$ cat src/uart_msr_regs.svh
`ifndef UART_STATUS_REGS_SVH
`define UART_STATUS_REGS_SVH

// ----------------------------------------------------------------
// Register offsets on the channel register port
// ----------------------------------------------------------------
`define OFS_DIV_LOW 4'h0
`define OFS_DIV_HIGH 4'h1
`define OFS_ENH_FEAT 4'h2
`define OFS_MODEM_STATUS 4'h6
`define OFS_SCRATCH 4'h7
`define OFS_TX_FREE 4'h8
`define OFS_RX_FILL 4'h9

// ----------------------------------------------------------------
// Register set codes of the select field
// ----------------------------------------------------------------
`define BANK_GENERAL 2'h0
`define BANK_EXTRA_ONE 2'h1
`define BANK_EXTRA_TWO 2'h2
`define BANK_RESERVED 2'h3

// ----------------------------------------------------------------
// Field positions
// ----------------------------------------------------------------
`define SEL_CNT_EN 0
`define SEL_BANK_LSB 1
`define SEL_BANK_MSB 2
`define ST_CARRIER 7
`define ST_RING 6
`define ST_DSR 5
`define ST_CTS 4
`define CHG_CARRIER 3
`define CHG_RING 2
`define CHG_DSR 1
`define CHG_CTS 0
`define MC_DTR 0
`define MC_RTS 1
`define MC_OUT_ONE 2
`define MC_OUT_TWO 3
`define EF_RX_LSB 0
`define EF_RX_MSB 1
`define EF_TX_LSB 2
`define EF_TX_MSB 3
`define EF_FLOW_TOP 4
`define FLOW_DUAL 2'h3

// ----------------------------------------------------------------
// Reset and idle values
// ----------------------------------------------------------------
`define RST_BYTE 8'h00
`define RST_FLAGS 4'h0
`define RST_PINS_N 4'hF
`define READ_ZERO 8'h00

`endif

$ cat src/uart_msr_pkg.sv
package uart_status_pkg;
    typedef logic [7:0] byte_t;
    typedef logic [1:0] bank_t;
    typedef logic [3:0] modem_vec_t;
    typedef logic [15:0] divisor_t;
endpackage

$ cat src/modem_input_sync.sv
`include "uart_msr_regs.svh"

module modem_input_sync (
    input wire logic mclk,
    input wire logic rst,
    input wire uart_status_pkg::modem_vec_t pins_n,
    output uart_status_pkg::modem_vec_t levels
);
    uart_status_pkg::modem_vec_t meta_n;
    uart_status_pkg::modem_vec_t sync_n;

    // ----------------------------------------------------------------
    // Two-stage synchroniser, pins idle high
    // ----------------------------------------------------------------
    // First stage feeds only the second stage
    always_ff @(posedge mclk) begin
        if (rst) begin
            meta_n <= `RST_PINS_N;
            sync_n <= `RST_PINS_N;
        end else begin
            meta_n <= pins_n;
            sync_n <= meta_n;
        end
    end

    // Status sense is the complement of the active-low pin
    assign levels = ~sync_n;
endmodule

$ cat src/uart_modem_status_bank_select.sv
`include "uart_msr_regs.svh"

module uart_modem_status_bank_select (
    input wire logic mclk,
    input wire logic rst,
    input wire logic [3:0] cpu_addr,
    input wire logic cpu_wr,
    input wire logic cpu_rd,
    input wire uart_status_pkg::byte_t cpu_wdata,
    output uart_status_pkg::byte_t cpu_rdata,
    output logic cpu_rdata_valid,
    input wire logic div_access,
    input wire logic loopback,
    input wire logic [3:0] modem_control,
    input wire logic carrier_detect_n,
    input wire logic ring_indicator_n,
    input wire logic dsr_n,
    input wire logic cts_n,
    input wire uart_status_pkg::byte_t tx_free_count,
    input wire uart_status_pkg::byte_t rx_fill_count,
    output logic modem_irq,
    output uart_status_pkg::bank_t extra_bank,
    output logic counters_enabled,
    output uart_status_pkg::divisor_t divisor,
    output logic [1:0] tx_flow_sel,
    output logic [1:0] rx_flow_sel,
    output logic flow_dual_char
);
    // ----------------------------------------------------------------
    // Storage
    // ----------------------------------------------------------------
    uart_status_pkg::modem_vec_t pin_levels;
    uart_status_pkg::modem_vec_t levels;
    uart_status_pkg::modem_vec_t prev_levels;
    uart_status_pkg::modem_vec_t change_flags;
    uart_status_pkg::modem_vec_t next_change_flags;
    uart_status_pkg::modem_vec_t change_set;
    logic [2:0] bank_select;
    uart_status_pkg::byte_t scratch_byte;
    uart_status_pkg::byte_t divisor_low;
    uart_status_pkg::byte_t divisor_high;
    uart_status_pkg::byte_t enhanced_features;
    uart_status_pkg::byte_t modem_line_status;
    uart_status_pkg::byte_t next_rdata;
    logic status_read;
    logic general_set;
    logic counters_open;

    // ----------------------------------------------------------------
    // Address decode helper
    // ----------------------------------------------------------------
    // True when the access targets the offset and its set is open
    function automatic logic reg_hit(input logic [3:0] addr, input logic [3:0] offset,
                                     input logic set_open);
        reg_hit = (addr == offset) && set_open;
    endfunction

    // ----------------------------------------------------------------
    // Modem input synchroniser
    // ----------------------------------------------------------------
    // Pins enter as {carrier, ring, dsr, cts}
    modem_input_sync modem_input_sync_i (
        .mclk(mclk),
        .rst(rst),
        .pins_n({carrier_detect_n, ring_indicator_n, dsr_n, cts_n}),
        .levels(pin_levels)
    );

    // ----------------------------------------------------------------
    // Status levels, normal or loopback
    // ----------------------------------------------------------------
    // Loopback routes the modem control outputs back into the status bits
    always_comb begin
        if (loopback) begin
            levels[3] = modem_control[`MC_OUT_TWO];
            levels[2] = modem_control[`MC_OUT_ONE];
            levels[1] = modem_control[`MC_DTR];
            levels[0] = modem_control[`MC_RTS];
        end else begin
            levels = pin_levels;
        end
    end

    // ----------------------------------------------------------------
    // Change detection
    // ----------------------------------------------------------------
    // Previous levels for edge detection on synchronised pin values, or on the modem control bits in loopback
    always_ff @(posedge mclk) begin
        if (rst) begin
            prev_levels <= `RST_FLAGS;
        end else begin
            prev_levels <= levels;
        end
    end

    // Ring pin rising is the status level falling
    always_comb begin
        change_set[3] = levels[3] ^ prev_levels[3];
        change_set[2] = prev_levels[2] & ~levels[2];
        change_set[1] = levels[1] ^ prev_levels[1];
        change_set[0] = levels[0] ^ prev_levels[0];
    end

    // ----------------------------------------------------------------
    // Register decode
    // ----------------------------------------------------------------
    assign general_set = (bank_select[`SEL_BANK_MSB:`SEL_BANK_LSB] == `BANK_GENERAL);
    // Set field outranks the counter enable
    assign counters_open = general_set && bank_select[`SEL_CNT_EN];
    assign status_read = cpu_rd && reg_hit(cpu_addr, `OFS_MODEM_STATUS, 1'h1);

    // ----------------------------------------------------------------
    // Change flags
    // ----------------------------------------------------------------
    // A read clears, but a coincident change wins over the clear
    always_comb begin
        if (status_read) begin
            next_change_flags = change_set;
        end else begin
            next_change_flags = change_flags | change_set;
        end
    end

    // Flag flops, zero after reset
    always_ff @(posedge mclk) begin
        if (rst) begin
            change_flags <= `RST_FLAGS;
        end else begin
            change_flags <= next_change_flags;
        end
    end

    // Interrupt raised while any change flag stands
    assign modem_irq = |change_flags;

    // Status image as the host sees it
    assign modem_line_status = {levels, change_flags};

    // ----------------------------------------------------------------
    // Select register, write-only
    // ----------------------------------------------------------------
    // Reserved bits are dropped on write
    always_ff @(posedge mclk) begin
        if (rst) begin
            bank_select <= 3'h0;
        end else if (cpu_wr && reg_hit(cpu_addr, `OFS_MODEM_STATUS, 1'h1)) begin
            bank_select <= cpu_wdata[`SEL_BANK_MSB:`SEL_CNT_EN];
        end
    end

    assign extra_bank = bank_select[`SEL_BANK_MSB:`SEL_BANK_LSB];
    assign counters_enabled = counters_open;

    // ----------------------------------------------------------------
    // Scratch byte
    // ----------------------------------------------------------------
    // Written only while the general set is open
    always_ff @(posedge mclk) begin
        if (rst) begin
            scratch_byte <= `RST_BYTE;
        end else if (cpu_wr && reg_hit(cpu_addr, `OFS_SCRATCH, general_set)) begin
            scratch_byte <= cpu_wdata;
        end
    end

    // ----------------------------------------------------------------
    // Divisor latches
    // ----------------------------------------------------------------
    // Low latch, needs divisor access and the general set
    always_ff @(posedge mclk) begin
        if (rst) begin
            divisor_low <= `RST_BYTE;
        end else if (cpu_wr && div_access && reg_hit(cpu_addr, `OFS_DIV_LOW, general_set)) begin
            divisor_low <= cpu_wdata;
        end
    end

    // High latch, same gating as the low latch
    always_ff @(posedge mclk) begin
        if (rst) begin
            divisor_high <= `RST_BYTE;
        end else if (cpu_wr && div_access && reg_hit(cpu_addr, `OFS_DIV_HIGH, general_set)) begin
            divisor_high <= cpu_wdata;
        end
    end

    // High latch is the upper byte
    assign divisor = {divisor_high, divisor_low};

    // ----------------------------------------------------------------
    // Enhanced feature flow-control field
    // ----------------------------------------------------------------
    // Feature byte lives in the first extra set
    always_ff @(posedge mclk) begin
        if (rst) begin
            enhanced_features <= `RST_BYTE;
        end else if (cpu_wr && reg_hit(cpu_addr, `OFS_ENH_FEAT,
                                       extra_bank == `BANK_EXTRA_ONE)) begin
            enhanced_features <= cpu_wdata;
        end
    end

    // Dual mode pairs the two characters as one sequential word
    assign tx_flow_sel = enhanced_features[`EF_TX_MSB:`EF_TX_LSB];
    assign rx_flow_sel = enhanced_features[`EF_RX_MSB:`EF_RX_LSB];
    assign flow_dual_char = enhanced_features[`EF_FLOW_TOP]
                            && ((tx_flow_sel == `FLOW_DUAL) || (rx_flow_sel == `FLOW_DUAL));

    // ----------------------------------------------------------------
    // Read multiplexer
    // ----------------------------------------------------------------
    // Unmapped or closed offsets read zero
    always_comb begin
        next_rdata = `READ_ZERO;
        if (reg_hit(cpu_addr, `OFS_MODEM_STATUS, 1'h1)) begin
            next_rdata = modem_line_status;
        end else if (reg_hit(cpu_addr, `OFS_SCRATCH, general_set)) begin
            next_rdata = scratch_byte;
        end else if (reg_hit(cpu_addr, `OFS_DIV_LOW, general_set && div_access)) begin
            next_rdata = divisor_low;
        end else if (reg_hit(cpu_addr, `OFS_DIV_HIGH, general_set && div_access)) begin
            next_rdata = divisor_high;
        end else if (reg_hit(cpu_addr, `OFS_ENH_FEAT, extra_bank == `BANK_EXTRA_ONE)) begin
            next_rdata = enhanced_features;
        end else if (reg_hit(cpu_addr, `OFS_TX_FREE, counters_open)) begin
            next_rdata = tx_free_count;
        end else if (reg_hit(cpu_addr, `OFS_RX_FILL, counters_open)) begin
            next_rdata = rx_fill_count;
        end
    end

    // Read data is captured one edge after the read strobe
    always_ff @(posedge mclk) begin
        if (rst) begin
            cpu_rdata <= `READ_ZERO;
            cpu_rdata_valid <= 1'b0;
        end else begin
            cpu_rdata_valid <= cpu_rd;
            if (cpu_rd) begin
                cpu_rdata <= next_rdata;
            end
        end
    end
endmodule

$ cat config.mk
export PLATFORM = sky130hd
export DESIGN_NAME = uart_modem_status_bank_select
export DESIGN_NICKNAME = d
export VERILOG_FILES = /design/src/uart_msr_pkg.sv /design/src/modem_input_sync.sv /design/src/uart_modem_status_bank_select.sv
export VERILOG_INCLUDE_DIRS = /design/src
export SDC_FILE = /design/constraint.sdc
export NUM_CORES = 1
export LEC_CHECK = 0
export ABC_AREA = 1
export BUFFER_PORTS_ARGS = -buffer_cell sky130_fd_sc_hd__buf_2
export CORE_ASPECT_RATIO = 1.2
export CORE_MARGIN = 4
export CORE_UTILIZATION = 45
export DETAILED_ROUTE_END_ITERATION = 16
export PLACE_DENSITY = 0.69
export SLEW_MARGIN = 20
export SYNTH_ARGS = -nofsm -noshare
export SYNTH_HDL_FRONTEND = slang
export SYNTH_HIERARCHICAL = 1
export SYNTH_SLANG_ARGS = --single-unit
$ cat constraint.sdc
create_clock -name mclk -period 2.3 [get_ports mclk]
set_clock_uncertainty 0.1 [all_clocks]
set_input_delay 0.345 -clock mclk [delete_from_list [all_inputs] [get_ports mclk]]
set_output_delay 0.345 -clock mclk [all_outputs]
set_load 0.05 [all_outputs]
==> impl_metrics.sql, run 1 <==
INSERT INTO impl_metrics (metric_group, metric, value, unit) VALUES
('grt', 'number_of_global_route_vias_before_repair', '2623', ''),
('min_path', 'worst_hold_startpoint', 'ring_indicator_n', ''),
('logic_synthesis', 'synth_warnings', '6', ''),
('worst_setup_path', 'cp_data_arrival_time', '1500', 'ps'),
('pwr', 'p_sw', '578', 'uW'),
('worst_setup_path', 'criticalPathCategory', 'flop to output port', ''),
('routing', 'postRouteAntennaNets', '0', ''),
('pwr', 'maximum_vdd_drop', '0.000495', 'V'),
('pwr', 'seqPwrFrac', '0.454', ''),
('placement', 'buffer_ports.inserted', '75', ''),
('cells_and_area', 'drive_above_1_share', '0.269', ''),
('sta', 'worst_slew_pin_slew', '720', 'ps'),
('logic_synthesis', 'cell_count_after_synthesis', '393', ''),
('worst_setup_path', 'critical_path.max_fanout', '17', ''),
('cells_and_area', 'filler_cell_count', '570', ''),
('worst_setup_path', 'endpoint_kind', 'output port', ''),
('outcome', 'run_status', 'finished clean', ''),
('worst_setup_path', 'crit-reg2reg-launch', 'bank_select[1]', ''),
('worst_setup_path', 'cells_along_the_critical_path', 'inv_2 > nand2_4 > nor2_4 > buf_2', ''),
('logic_synthesis', 'synth_top_cell_by_area', 'sky130_fd_sc_hd__dfxtp_1', ''),
('floorplanning', 'pin_count', '76', ''),
('cells_and_area', 'final_net_count', '502', ''),
('logic_synthesis', 'synth_sequential_area_ratio', '0.414', ''),
('clock_network', 'post_cts.resized_instances', '0', ''),
('logic_synthesis', 'netlist_area', '2900', 'sq um'),
('logic_synthesis', 'synth-edff-count', '0', ''),
('sta', 'fin_crit', '1950', 'ps'),
('cells_and_area', 'num_antenna_cells', '0', ''),
('worst_setup_path', 'cpPeakStageDelay', '350', 'ps'),
('routing', 'drt-vias-per-instance', '4.97', ''),
('sta', 'finalCritPeriodShare', '0.848', ''),
('clock_network', 'clock_tree_from_tritoncts', 'done', ''),
('sta', 'setup_tns', '0', 'ps'),
('routing', 'finalWirelength', '7460', 'microns'),
('grt', 'maximum_number_of_pins_on_one_net_before_global_route_repair', '34', ''),
('routing', 'remaining_drc_errors', '0', ''),
('sta', 'slew-limit-headroom', '0.520', ''),
('worst_setup_path', 'crit_slowest_cell', 'sky130_fd_sc_hd__dfxtp_1', ''),
('routing', 'routed-via-count', '2712', ''),
('sta', 'rsz_0062_raised_after_global_routing', 'no', ''),
('grt', 'antenna_found_initial', '0', ''),
('placement', 'gp_routability_congestion', '0.909', ''),
('job', 'cap_violations', '0', ''),
('grt', 'wire_length_of_the_first_global_routing_pass', '12400', 'microns'),
('clock_network', 'cts.root.buffer_cell', 'sky130_fd_sc_hd__clkbuf_8', ''),
('logic_synthesis', 'syn_area_per_cell', '7.39', 'sq um'),
('grt', 'global_route.overflow_total', '0', ''),
('worst_setup_path', 'critPathLaunch', 'bank_select[1]', ''),
('sta', 'hold_viol', '0', ''),
('sta', 'maxClockFrequency', '513', 'MHz'),
('clock_network', 'cts_buffers', '9', ''),
('logic_synthesis', 'ys_ff_latch', '60', ''),
('clock_network', 'sinks_on_the_clock_net', '60', ''),
('logic_synthesis', 'synth_fp_nets', '435', ''),
('min_path', 'hold_class', 'primary input to flop', ''),
('floorplanning', 'initial_utilization', '0.471', ''),
('clock_network', 'post-cts-setup-buffers', '0', ''),
('pwr', 'p_sw_frac', '0.243', ''),
('clock_network', 'cts.clk_slew.worst_paths', '70', 'ps'),
('cells_and_area', 'layout.core_utilization', '0.566', ''),
('clock_network', 'cts_hold_buf', '0', ''),
('worst_setup_path', 'cp.required', '1860', 'ps'),
('routing', 'iteration_count_of_the_initial_detailed_routing_pass', '4', ''),
('floorplanning', 'die_footprint', '7800', 'sq um'),
('routing', 'wl_per_cell', '13.7', 'microns'),
('sta', 'final.hold.worst_slack', '83.5', 'ps'),
('logic_synthesis', 'synthFlopType', 'sky130_fd_sc_hd__dfxtp_1', ''),
('logic_synthesis', 'synth_common_cells', 'sky130_fd_sc_hd__nand2_1 (94), sky130_fd_sc_hd__dfxtp_1 (60), sky130_fd_sc_hd__inv_1 (49), sky130_fd_sc_hd__nor2_1 (40), sky130_fd_sc_hd__a21oi_1 (32)', ''),
('worst_setup_path', 'setup.worst_path.start_class', 'flop', ''),
('pwr', 'clock_power_share', '0.451', ''),
('sta', 'final-setup-viol-count', '0', '');
==> per-stage QoR <==
step	total power, mW	area, sq um	worst slack, ps	instances
floorplan	1.24	2900	693	393
global placement	1.33	3270	484	531
detailed placement	1.33	3270	501	531
CTS	2.39	3490	330	546
global route	2.46	3490	271	546
finish	2.38	3490	351	546
==> registers in the layout, summed over array words and instances (netlist names) <==
register / flops
scratch_byte: 8
divisor_low: 8
cpu_rdata: 8
prev_levels: 4
change_flags: 4
modem_input_sync_i/meta_n: 4
cpu_rdata_valid: 1
enhanced_features: 8
modem_input_sync_i/sync_n: 4
bank_select: 3
divisor_high: 8
==> power groups by stage <==
stage / Sequential (mW) / Combinational, mW / Clock [mW]
floorplan: 1.12 / 0.123 / 0
global placement: 1.10 / 0.225 / 0
detailed placement: 1.10 / 0.226 / 0
CTS: 1.08 / 0.228 / 1.09
global route: 1.08 / 0.250 / 1.13
finish: 1.08 / 0.226 / 1.07
==> path summary, 6_finish.rpt <==
check / endpoint / slack [ps] / cells past startpoint
min: modem_input_sync_i/meta_n[2] / 80 / 3
min reg2reg: modem_input_sync_i/sync_n[0] / 310 / 2
max reg2reg: divisor_low[6] / 500 / 8
max: counters_enabled / 350 / 4
==> final cells by class <==
cell class,instances,area [sq um],share of cell area
Tap cell,82,103,0.0294
Clock inverter,4,72.6,0.0208
Inverter,55,210,0.0602
Sequential cell,60,1200,0.344
Multi-Input combinational cell,257,1350,0.387
Clock buffer,11,151,0.0434
Timing Repair Buffer,77,403,0.115
==> cells in the final DEF (no fill, tap or decap), types with 11 or more instances in the layout <==
master                     instances
sky130_fd_sc_hd__nand3_1          25
sky130_fd_sc_hd__buf_2            75
sky130_fd_sc_hd__inv_1            49
sky130_fd_sc_hd__nor2_1           40
sky130_fd_sc_hd__dfxtp_1          60
sky130_fd_sc_hd__nand4_1          16
sky130_fd_sc_hd__a211oi_1         11
sky130_fd_sc_hd__a21oi_1          32
sky130_fd_sc_hd__clkbuf_8         11
sky130_fd_sc_hd__nand2_1          94
==> routing by layer <==
layer / GRT usage / part of all wire / up-vias
met1: 0.249 / 0.42 / 1198
li1: - / - / 1398
met3: 0.0346 / 0.067 / 17
met2: 0.355 / 0.49 / 99
met5: 0 / 0 / -
met4: 0.0986 / 0.025 / 0
==> critical path: cells and delay by family (launching register included) <==
kind | cells | cell delay [ps]
buffers and inverters | 2 | 430
DFF | 1 | 350
and+or+nand+nor | 2 | 380
==> logic make-up (layout without fill, tap and decap cells) <==
kind of cell | Yosys count | count (layout) | synth area share
compound gates | 56 | 56 | 0.128
xor+xnor | 3 | 3 | 0.00905
buf+inv | 76 | 147 | 0.121
flops | 60 | 60 | 0.414
mux | 4 | 4 | 0.0138
simple gates | 194 | 194 | 0.315
(Power assumes the default switching activity.)
==> run 2, diff against run 1 <==
Settings changed: ABC_AREA 1 to 0.
Clock period 2.3 ns to 1.8 ns, I/O delays scaled along.
==> impl_metrics.sql, run 2 <==
INSERT INTO impl_metrics (metric_group, metric, value, unit) VALUES
('routing', 'drt-vias-per-instance', '5.59', ''),
('pwr', 'internal-power', '2.39', 'mW'),
('worst_setup_path', 'endpoint_kind', 'flop', ''),
('logic_synthesis', 'synthFlopType', 'sky130_fd_sc_hd__dfxtp_1', ''),
('clock_network', 'sinks_on_the_clock_net', '60', ''),
('cells_and_area', 'final_net_count', '454', ''),
('logic_synthesis', 'synthDistinctLibCells', '42', ''),
('worst_setup_path', 'critical_path.max_fanout', '6', ''),
('floorplanning', 'floorplan.rows', '31', ''),
('placement', 'gp_routability_congestion', '0.879', ''),
('logic_synthesis', 'combinational_family_with_the_most_area_after_synthesis', 'simple AND/OR/NAND/NOR gates', ''),
('sta', 'timing.final.ws_setup', '-1.85', 'ps'),
('pwr', 'clock_power_share', '0.428', ''),
('logic_synthesis', 'synth-async-reset-ratio', '0', ''),
('sta', 'finalCritPeriodShare', '1.00', ''),
('cells_and_area', 'layout.core_utilization', '0.632', ''),
('pwr', 'p_comb_frac', '0.133', ''),
('worst_setup_path', 'timing.rr.end', 'cpu_rdata[5]', ''),
('sta', 'fin_crit', '1800', 'ps'),
('floorplanning', 'design.core.area', '6090', 'sq um'),
('pwr', 'p_sw', '778', 'uW'),
('cells_and_area', 'layout.cells.most_common_list', 'sky130_fd_sc_hd__buf_2 (73), sky130_fd_sc_hd__dfxtp_1 (57), sky130_fd_sc_hd__nor2_1 (33)', ''),
('pwr', 'pleak', '1.67', 'nW'),
('worst_setup_path', 'cp_data_arrival_time', '1940', 'ps'),
('logic_synthesis', 'ys_ff_latch', '60', ''),
('floorplanning', 'chipHeight', '95.0', 'microns'),
('job', 'cap_violations', '0', ''),
('pwr', 'maximum_vdd_drop', '0.000628', 'V'),
('worst_setup_path', 'criticalPathCategory', 'flop to flop', ''),
('clock_network', 'cts.clk_slew.worst_paths', '70', 'ps'),
('logic_synthesis', 'synth_fp_nets', '363', ''),
('logic_synthesis', 'synth_compound_gate_area_share', '0.179', ''),
('worst_setup_path', 'critPathLaunch', 'bank_select[1]', ''),
('floorplanning', 'initial_utilization', '0.466', ''),
('grt', 'grt_usage', '0.231', ''),
('routing', 'postRouteAntennaNets', '0', ''),
('worst_setup_path', 'crit-reg2reg-launch', 'bank_select[1]', ''),
('pwr', 'power_per_cell_area', '822', 'nW/um^2'),
('clock_network', 'cts_buffers', '9', ''),
('logic_synthesis', 'synth_common_cells', 'sky130_fd_sc_hd__dfxtp_1 (60), sky130_fd_sc_hd__nor2_1 (33), sky130_fd_sc_hd__a21oi_1 (26), sky130_fd_sc_hd__nand2_1 (26), sky130_fd_sc_hd__nand3_1 (22)', ''),
('worst_setup_path', 'worstRegToRegCells', '5', ''),
('placement', 'dp.final_hpwl', '6150', 'microns'),
('sta', 'hold_viol', '0', ''),
('sta', 'rsz_0062_raised_after_global_routing', 'yes', ''),
('routing', 'wl_per_cell', '17.2', 'microns'),
('min_path', 'hold_class', 'primary input to flop', ''),
('logic_synthesis', 'share_of_synthesized_cell_area_in_and_or_nand_and_nor_gates', '0.260', ''),
('routing', 'finalWirelength', '8560', 'microns'),
('clock_network', 'clock_tree_from_tritoncts', 'done', ''),
('grt', 'maximum_number_of_pins_on_one_net_before_global_route_repair', '59', ''),
('sta', 'final-setup-viol-count', '1', ''),
('logic_synthesis', 'yosysTopAreaCellShare', '0.423', ''),
('worst_setup_path', 'crit_slowest_cell', 'sky130_fd_sc_hd__or4_4', ''),
('sta', 'worst_slew_pin_slew', '860', 'ps'),
('logic_synthesis', 'synth.area.top_cells', 'sky130_fd_sc_hd__dfxtp_1 (42%), sky130_fd_sc_hd__mux2i_1 (7.0%), sky130_fd_sc_hd__a21oi_1 (4.6%)', ''),
('routing', 'routed-via-count', '2789', ''),
('floorplanning', 'pin_count', '76', ''),
('logic_synthesis', 'yosys-mux-area-fraction', '0.0705', ''),
('logic_synthesis', 'netlist_area', '2840', 'sq um'),
('cells_and_area', 'multi_input_comb_area', '1590', 'sq um'),
('logic_synthesis', 'synth_sequential_area_ratio', '0.423', ''),
('outcome', 'run_status', 'finished, violations left', ''),
('cells_and_area', 'layout_commonest_cell', 'sky130_fd_sc_hd__buf_2', ''),
('worst_setup_path', 'cpPeakStageDelay', '570', 'ps'),
('clock_network', 'clock_buffer_depth', '2', ''),
('worst_setup_path', 'setup.worst_path.start_class', 'flop', ''),
('placement', 'pre_cts_ws', '-272', 'ps'),
('clock_network', 'clock_network_latency_to_the_later_pin_of_the_worst_skew_pair', '340', 'ps'),
('worst_setup_path', 'cp.required', '1940', 'ps'),
('floorplanning', 'die_footprint', '7650', 'sq um'),
('cells_and_area', 'register_area', '1210', 'sq um'),
('sta', 'slew-limit-headroom', '0.419', ''),
('logic_synthesis', 'cell_count_after_synthesis', '321', ''),
('pwr', 'seqPwrFrac', '0.439', ''),
('grt', 'global_route.overflow_total', '0', ''),
('cells_and_area', 'num_antenna_cells', '0', ''),
('logic_synthesis', 'synth_warnings', '6', ''),
('sta', 'timing.final.max_slew_violations', '0', ''),
('logic_synthesis', 'synthAdderAreaFrac', '0', ''),
('routing', 'iteration_count_of_the_initial_detailed_routing_pass', '4', ''),
('logic_synthesis', 'synth.most_common_cell', 'sky130_fd_sc_hd__dfxtp_1', ''),
('grt', 'number_of_global_route_vias_before_repair', '2688', ''),
('clock_network', 'cts_hold_buf', '0', ''),
('routing', 'first_iter_violations', '246', ''),
('grt', 'wire_length_of_the_first_global_routing_pass', '13400', 'microns'),
('cells_and_area', 'drive_above_1_share', '0.360', ''),
('placement', 'buffer_ports.inserted', '75', ''),
('clock_network', 'cts.root.buffer_cell', 'sky130_fd_sc_hd__clkbuf_8', ''),
('worst_setup_path', 'cells_along_the_critical_path', 'or4_4 > buf_6 > o22ai_4 > a222oi_1 > o32ai_1', ''),
('logic_synthesis', 'syn_area_per_cell', '8.85', 'sq um'),
('logic_synthesis', 'synth_top_cell_by_area', 'sky130_fd_sc_hd__dfxtp_1', ''),
('floorplanning', 'die_width', '80.5', 'microns'),
('cells_and_area', 'syn_to_final_growth', '35.5', '%'),
('clock_network', 'htree_num_levels', '3', ''),
('grt', 'antenna_found_initial', '0', ''),
('outcome', 'failed_checks', 'setup timing', ''),
('sta', 'maxClockFrequency', '555', 'MHz'),
('logic_synthesis', 'synth-edff-count', '0', ''),
('logic_synthesis', 'parity_gate_share_of_the_synthesized_area_counting_xor_and_xnor_cells', '0.00925', ''),
('worst_setup_path', 'ff2ff_setup_slack', '-2', 'ps'),
('cells_and_area', 'filler_cell_count', '545', ''),
('routing', 'remaining_drc_errors', '0', ''),
('pwr', 'p_sw_frac', '0.246', ''),
('worst_setup_path', 'worst_setup_endpoint', 'cpu_rdata[5]', '');
==> run 2: critical path, delay by kind of cell (launching register included) <==
kind	cells	cell delay (ps)
AO/OA/AOI/OAI	3	490
AND/OR/NAND/NOR	1	570
flip-flops	1	370
buffers and inverters	1	170
==> run 2: worst min-delay path by stage <==
stage	slack, ps	to	from	cells past startpoint
after CTS	0.4	modem_input_sync_i/meta_n[3]	carrier_detect_n	2
after floorplan	270	modem_input_sync_i/meta_n[0]	cts_n	1
final	10	modem_input_sync_i/meta_n[3]	carrier_detect_n	2
after detailed placement	290	modem_input_sync_i/sync_n[2]	modem_input_sync_i/meta_n[2]	1
after global placement	290	modem_input_sync_i/sync_n[2]	modem_input_sync_i/meta_n[2]	1
after global routing	10	modem_input_sync_i/meta_n[1]	dsr_n	2
==> run 2: final cells by class <==
type,count,share of cell area
inverter,7,0.00780
sequential,60,0.314
multi-input combinational,225,0.413
clock buffer,12,0.0403
timing repair buffer,109,0.179
clock inverter,4,0.0189
tap,82,0.0267
==> run 2: power by group through the flow <==
stage,clock [mW],sequential [mW],combinational [mW]
after floorplan,0,1.46,0.186
after global placement,0,1.42,0.387
after detailed placement,0,1.42,0.392
after CTS,1.38,1.39,0.406
after global routing,1.43,1.39,0.454
final,1.35,1.39,0.421
==> run 2: metrics by stage <==
stage | setup TNS (ps) | hold WS (ps) | area (sq um) | cells | power, mW
2_1_floorplan | -135 | 267 | 2850 | 321 | 1.65
3_3_place_gp | -2220 | 288 | 3480 | 482 | 1.81
3_5_place_dp | -1580 | 288 | 3480 | 482 | 1.81
4_1_cts | -16.6 | 0.421 | 3810 | 500 | 3.17
5_1_grt | -352 | 12.7 | 3850 | 499 | 3.28
6_report | -1.85 | 11.8 | 3850 | 499 | 3.16
==> run 2: kinds of logic after synthesis <==
| logic type | Yosys count |
|---|---|
| buffers and inverters | 36 |
| muxes | 20 |
| xor gates and xnor gates | 3 |
| and+or+nand+nor | 129 |
| DFF | 60 |
| AOI/OAI and AO/OA | 73 |
==> run 2: timing repair <==
item / in CTS / in global routing
pin swaps: 2 / 5
setup endpoints to repair: 8 / 13
gates resized for setup: 18 / 13
cloned: 0 / 0
setup buffers: 2 / 0
==> run 2: metal layers <==
layer	track usage	up-vias	part of all wire	wire length, microns
li1	-	1366	-	-
met1	0.290	1321	0.41	3540
met2	0.380	89	0.51	4330
met3	0.0482	13	0.062	530
met4	0.103	0	0.019	163
met5	0	-	0	0
==> run 3, diff against run 2 <==
Settings changed: RECOVER_POWER set to 25.
==> impl_metrics.sql, run 3 (synthesized netlist as in run 2, its figures left out) <==
INSERT INTO impl_metrics (metric_group, metric, value, unit) VALUES
('floorplanning', 'die_footprint', '7650', 'sq um'),
('clock_network', 'clock_network_latency_to_the_later_pin_of_the_worst_skew_pair', '330', 'ps'),
('worst_setup_path', 'setup.worst_path.start_class', 'primary input', ''),
('job', 'cap_violations', '0', ''),
('worst_setup_path', 'cells_along_the_critical_path', 'buf_2 > nor4b_1 > buf_4 > and3_1 > a2111oi_4 > buf_4 > o32ai_1', ''),
('sta', 'timing.final.max_slew_violations', '0', ''),
('routing', 'wl_per_cell', '17.3', 'microns'),
('routing', 'drt-vias-per-instance', '5.64', ''),
('clock_network', 'cts_buffers', '9', ''),
('floorplanning', 'floorplan.rows', '31', ''),
('cells_and_area', 'layout_commonest_cell', 'sky130_fd_sc_hd__buf_2', ''),
('placement', 'pre_cts_ws', '-272', 'ps'),
('sta', 'slew-limit-headroom', '0.415', ''),
('clock_network', 'cts.clk_slew.worst_paths', '70', 'ps'),
('worst_setup_path', 'critical_path_buf_inv_count', '3', ''),
('cells_and_area', 'post_route_non_filler_standard_cell_count', '499', ''),
('routing', 'finalWirelength', '8630', 'microns'),
('clock_network', 'clock_buffer_depth', '2', ''),
('routing', 'postRouteAntennaNets', '0', ''),
('sta', 'timing.final.ws_setup', '-10.5', 'ps'),
('sta', 'finalCritPeriodShare', '1.01', ''),
('grt', 'antenna_found_initial', '0', ''),
('sta', 'fin_crit', '1810', 'ps'),
('sta', 'final-setup-viol-count', '2', ''),
('worst_setup_path', 'cp.required', '1940', 'ps'),
('placement', 'dp.final_hpwl', '6150', 'microns'),
('worst_setup_path', 'crit_family', 'simple AND/OR/NAND/NOR gates', ''),
('floorplanning', 'die_width', '80.5', 'microns'),
('routing', 'iteration_count_of_the_initial_detailed_routing_pass', '5', ''),
('grt', 'global_route.overflow_total', '0', ''),
('grt', 'number_of_global_route_vias_before_repair', '2688', ''),
('sta', 'worst_slew_pin_slew', '865', 'ps'),
('clock_network', 'cts.root.buffer_cell', 'sky130_fd_sc_hd__clkbuf_8', ''),
('routing', 'remaining_drc_errors', '0', ''),
('grt', 'maximum_number_of_pins_on_one_net_before_global_route_repair', '59', ''),
('cells_and_area', 'final_net_count', '454', ''),
('clock_network', 'clock_tree_from_tritoncts', 'done', ''),
('routing', 'routed-via-count', '2814', ''),
('grt', 'grt_usage', '0.231', ''),
('routing', 'first_iter_violations', '232', ''),
('clock_network', 'sinks_on_the_clock_net', '60', ''),
('floorplanning', 'chipHeight', '95.0', 'microns'),
('min_path', 'hold_class', 'primary input to flop', ''),
('cells_and_area', 'drive_above_1_share', '0.348', ''),
('sta', 'setup_tns', '-17.9', 'ps'),
('pwr', 'p_total', '3.16', 'mW'),
('worst_setup_path', 'endpoint_kind', 'flop', ''),
('pwr', 'p_sw_frac', '0.245', ''),
('cells_and_area', 'filler_cell_count', '548', ''),
('cells_and_area', 'num_antenna_cells', '0', ''),
('placement', 'dpl.cell_count', '482', ''),
('worst_setup_path', 'critical_path.max_fanout', '6', ''),
('worst_setup_path', 'criticalPathCategory', 'primary input to flop', ''),
('sta', 'hold_viol', '0', ''),
('worst_setup_path', 'cpPeakStageDelay', '760', 'ps'),
('worst_setup_path', 'library_cell_appearing_most_often_on_the_critical_path', 'sky130_fd_sc_hd__buf_4', ''),
('pwr', 'p_comb_frac', '0.133', ''),
('floorplanning', 'pin_count', '76', ''),
('outcome', 'run_status', 'finished, violations left', ''),
('cells_and_area', 'layout.cells.most_common_list', 'sky130_fd_sc_hd__buf_2 (69), sky130_fd_sc_hd__dfxtp_1 (57), sky130_fd_sc_hd__nor2_1 (33)', ''),
('pwr', 'internal-power', '2.38', 'mW'),
('outcome', 'failed_checks', 'setup timing', ''),
('floorplanning', 'initial_utilization', '0.466', ''),
('placement', 'buffer_ports.inserted', '75', ''),
('cells_and_area', 'syn_to_final_growth', '35.3', '%'),
('sta', 'rsz_0062_raised_after_global_routing', 'yes', ''),
('clock_network', 'htree_num_levels', '3', ''),
('pwr', 'power_per_cell_area', '822', 'nW/um^2'),
('pwr', 'maximum_vdd_drop', '0.000622', 'V'),
('grt', 'wire_length_of_the_first_global_routing_pass', '13400', 'microns'),
('pwr', 'p_sw', '775', 'uW'),
('pwr', 'clock_power_share', '0.427', ''),
('worst_setup_path', 'crit_slowest_cell', 'sky130_fd_sc_hd__nor4b_1', ''),
('pwr', 'seqPwrFrac', '0.440', ''),
('placement', 'gp_routability_congestion', '0.879', ''),
('worst_setup_path', 'cp_data_arrival_time', '1950', 'ps'),
('pwr', 'pleak', '1.65', 'nW'),
('floorplanning', 'design.core.area', '6090', 'sq um'),
('sta', 'maxClockFrequency', '552', 'MHz');
## run 3: cell types whose count changed in the layout (fill, tap and decap cells not counted), sizes merged
| cell | change |
|---|---|
| clkbuf | +4 |
| buf | -4 |
## run 3: repair_timing
| item | 4_1_cts | 5_1_grt |
|---|---|---|
| hold buffers | 0 | 0 |
| pin swaps | 2 | 5 |
| setup endpoints to repair | 8 | 13 |
| gates resized for setup | 18 | 13 |
| buffers inserted | 2 | 0 |
| cloned | 0 | 0 |
## run 3: cell type report
| cell class | instances | area [sq um] | area share |
|---|---|---|---|
| clock buffers | 12 | 155 | 0.0404 |
| clock inverters | 4 | 72.6 | 0.0189 |
| inverters | 7 | 30.0 | 0.00781 |
| multi-input cells | 225 | 1590 | 0.414 |
| flip-flops and latches | 60 | 1210 | 0.315 |
| well taps | 82 | 103 | 0.0267 |
| repair buffers | 109 | 683 | 0.178 |
## run 3: metal layers
metal | share of wire | up-vias | GRT usage
li1 | - | 1363 | -
met1 | 0.42 | 1330 | 0.290
met2 | 0.50 | 106 | 0.380
met3 | 0.059 | 15 | 0.0482
met4 | 0.021 | 0 | 0.103
met5 | 0 | - | 0
## run 3: path summary, 6_finish.rpt
path	depth (start not counted)	startpoint	slack, ps	endpoint
worst max-delay path	7	cpu_addr[3]	-10	cpu_rdata[2]
worst min-delay path	2	carrier_detect_n	20	modem_input_sync_i/meta_n[3]
worst max register to register	5	bank_select[1]	-10	cpu_rdata[5]
worst min register to register	1	modem_input_sync_i/meta_n[2]	300	modem_input_sync_i/sync_n[2]
## run 3: power by group through the flow
| stage | clock network (mW) | registers [mW] | logic, mW |
|---|---|---|---|
| 2_1_floorplan | 0 | 1.46 | 0.186 |
| 3_3_place_gp | 0 | 1.42 | 0.387 |
| 3_5_place_dp | 0 | 1.42 | 0.392 |
| 4_1_cts | 1.38 | 1.39 | 0.406 |
| 5_1_grt | 1.43 | 1.39 | 0.452 |
| 6_report | 1.35 | 1.39 | 0.421 |
## run 3: metrics by stage
step | hold slack [ps] | area (sq um) | util
floorplan | 267 | 2850 | -
global placement | 288 | 3480 | 0.572
detailed placement | 288 | 3480 | 0.572
CTS | 0.421 | 3810 | 0.625
global route | 12.7 | 3840 | 0.631
finish | 16.1 | 3840 | 0.631
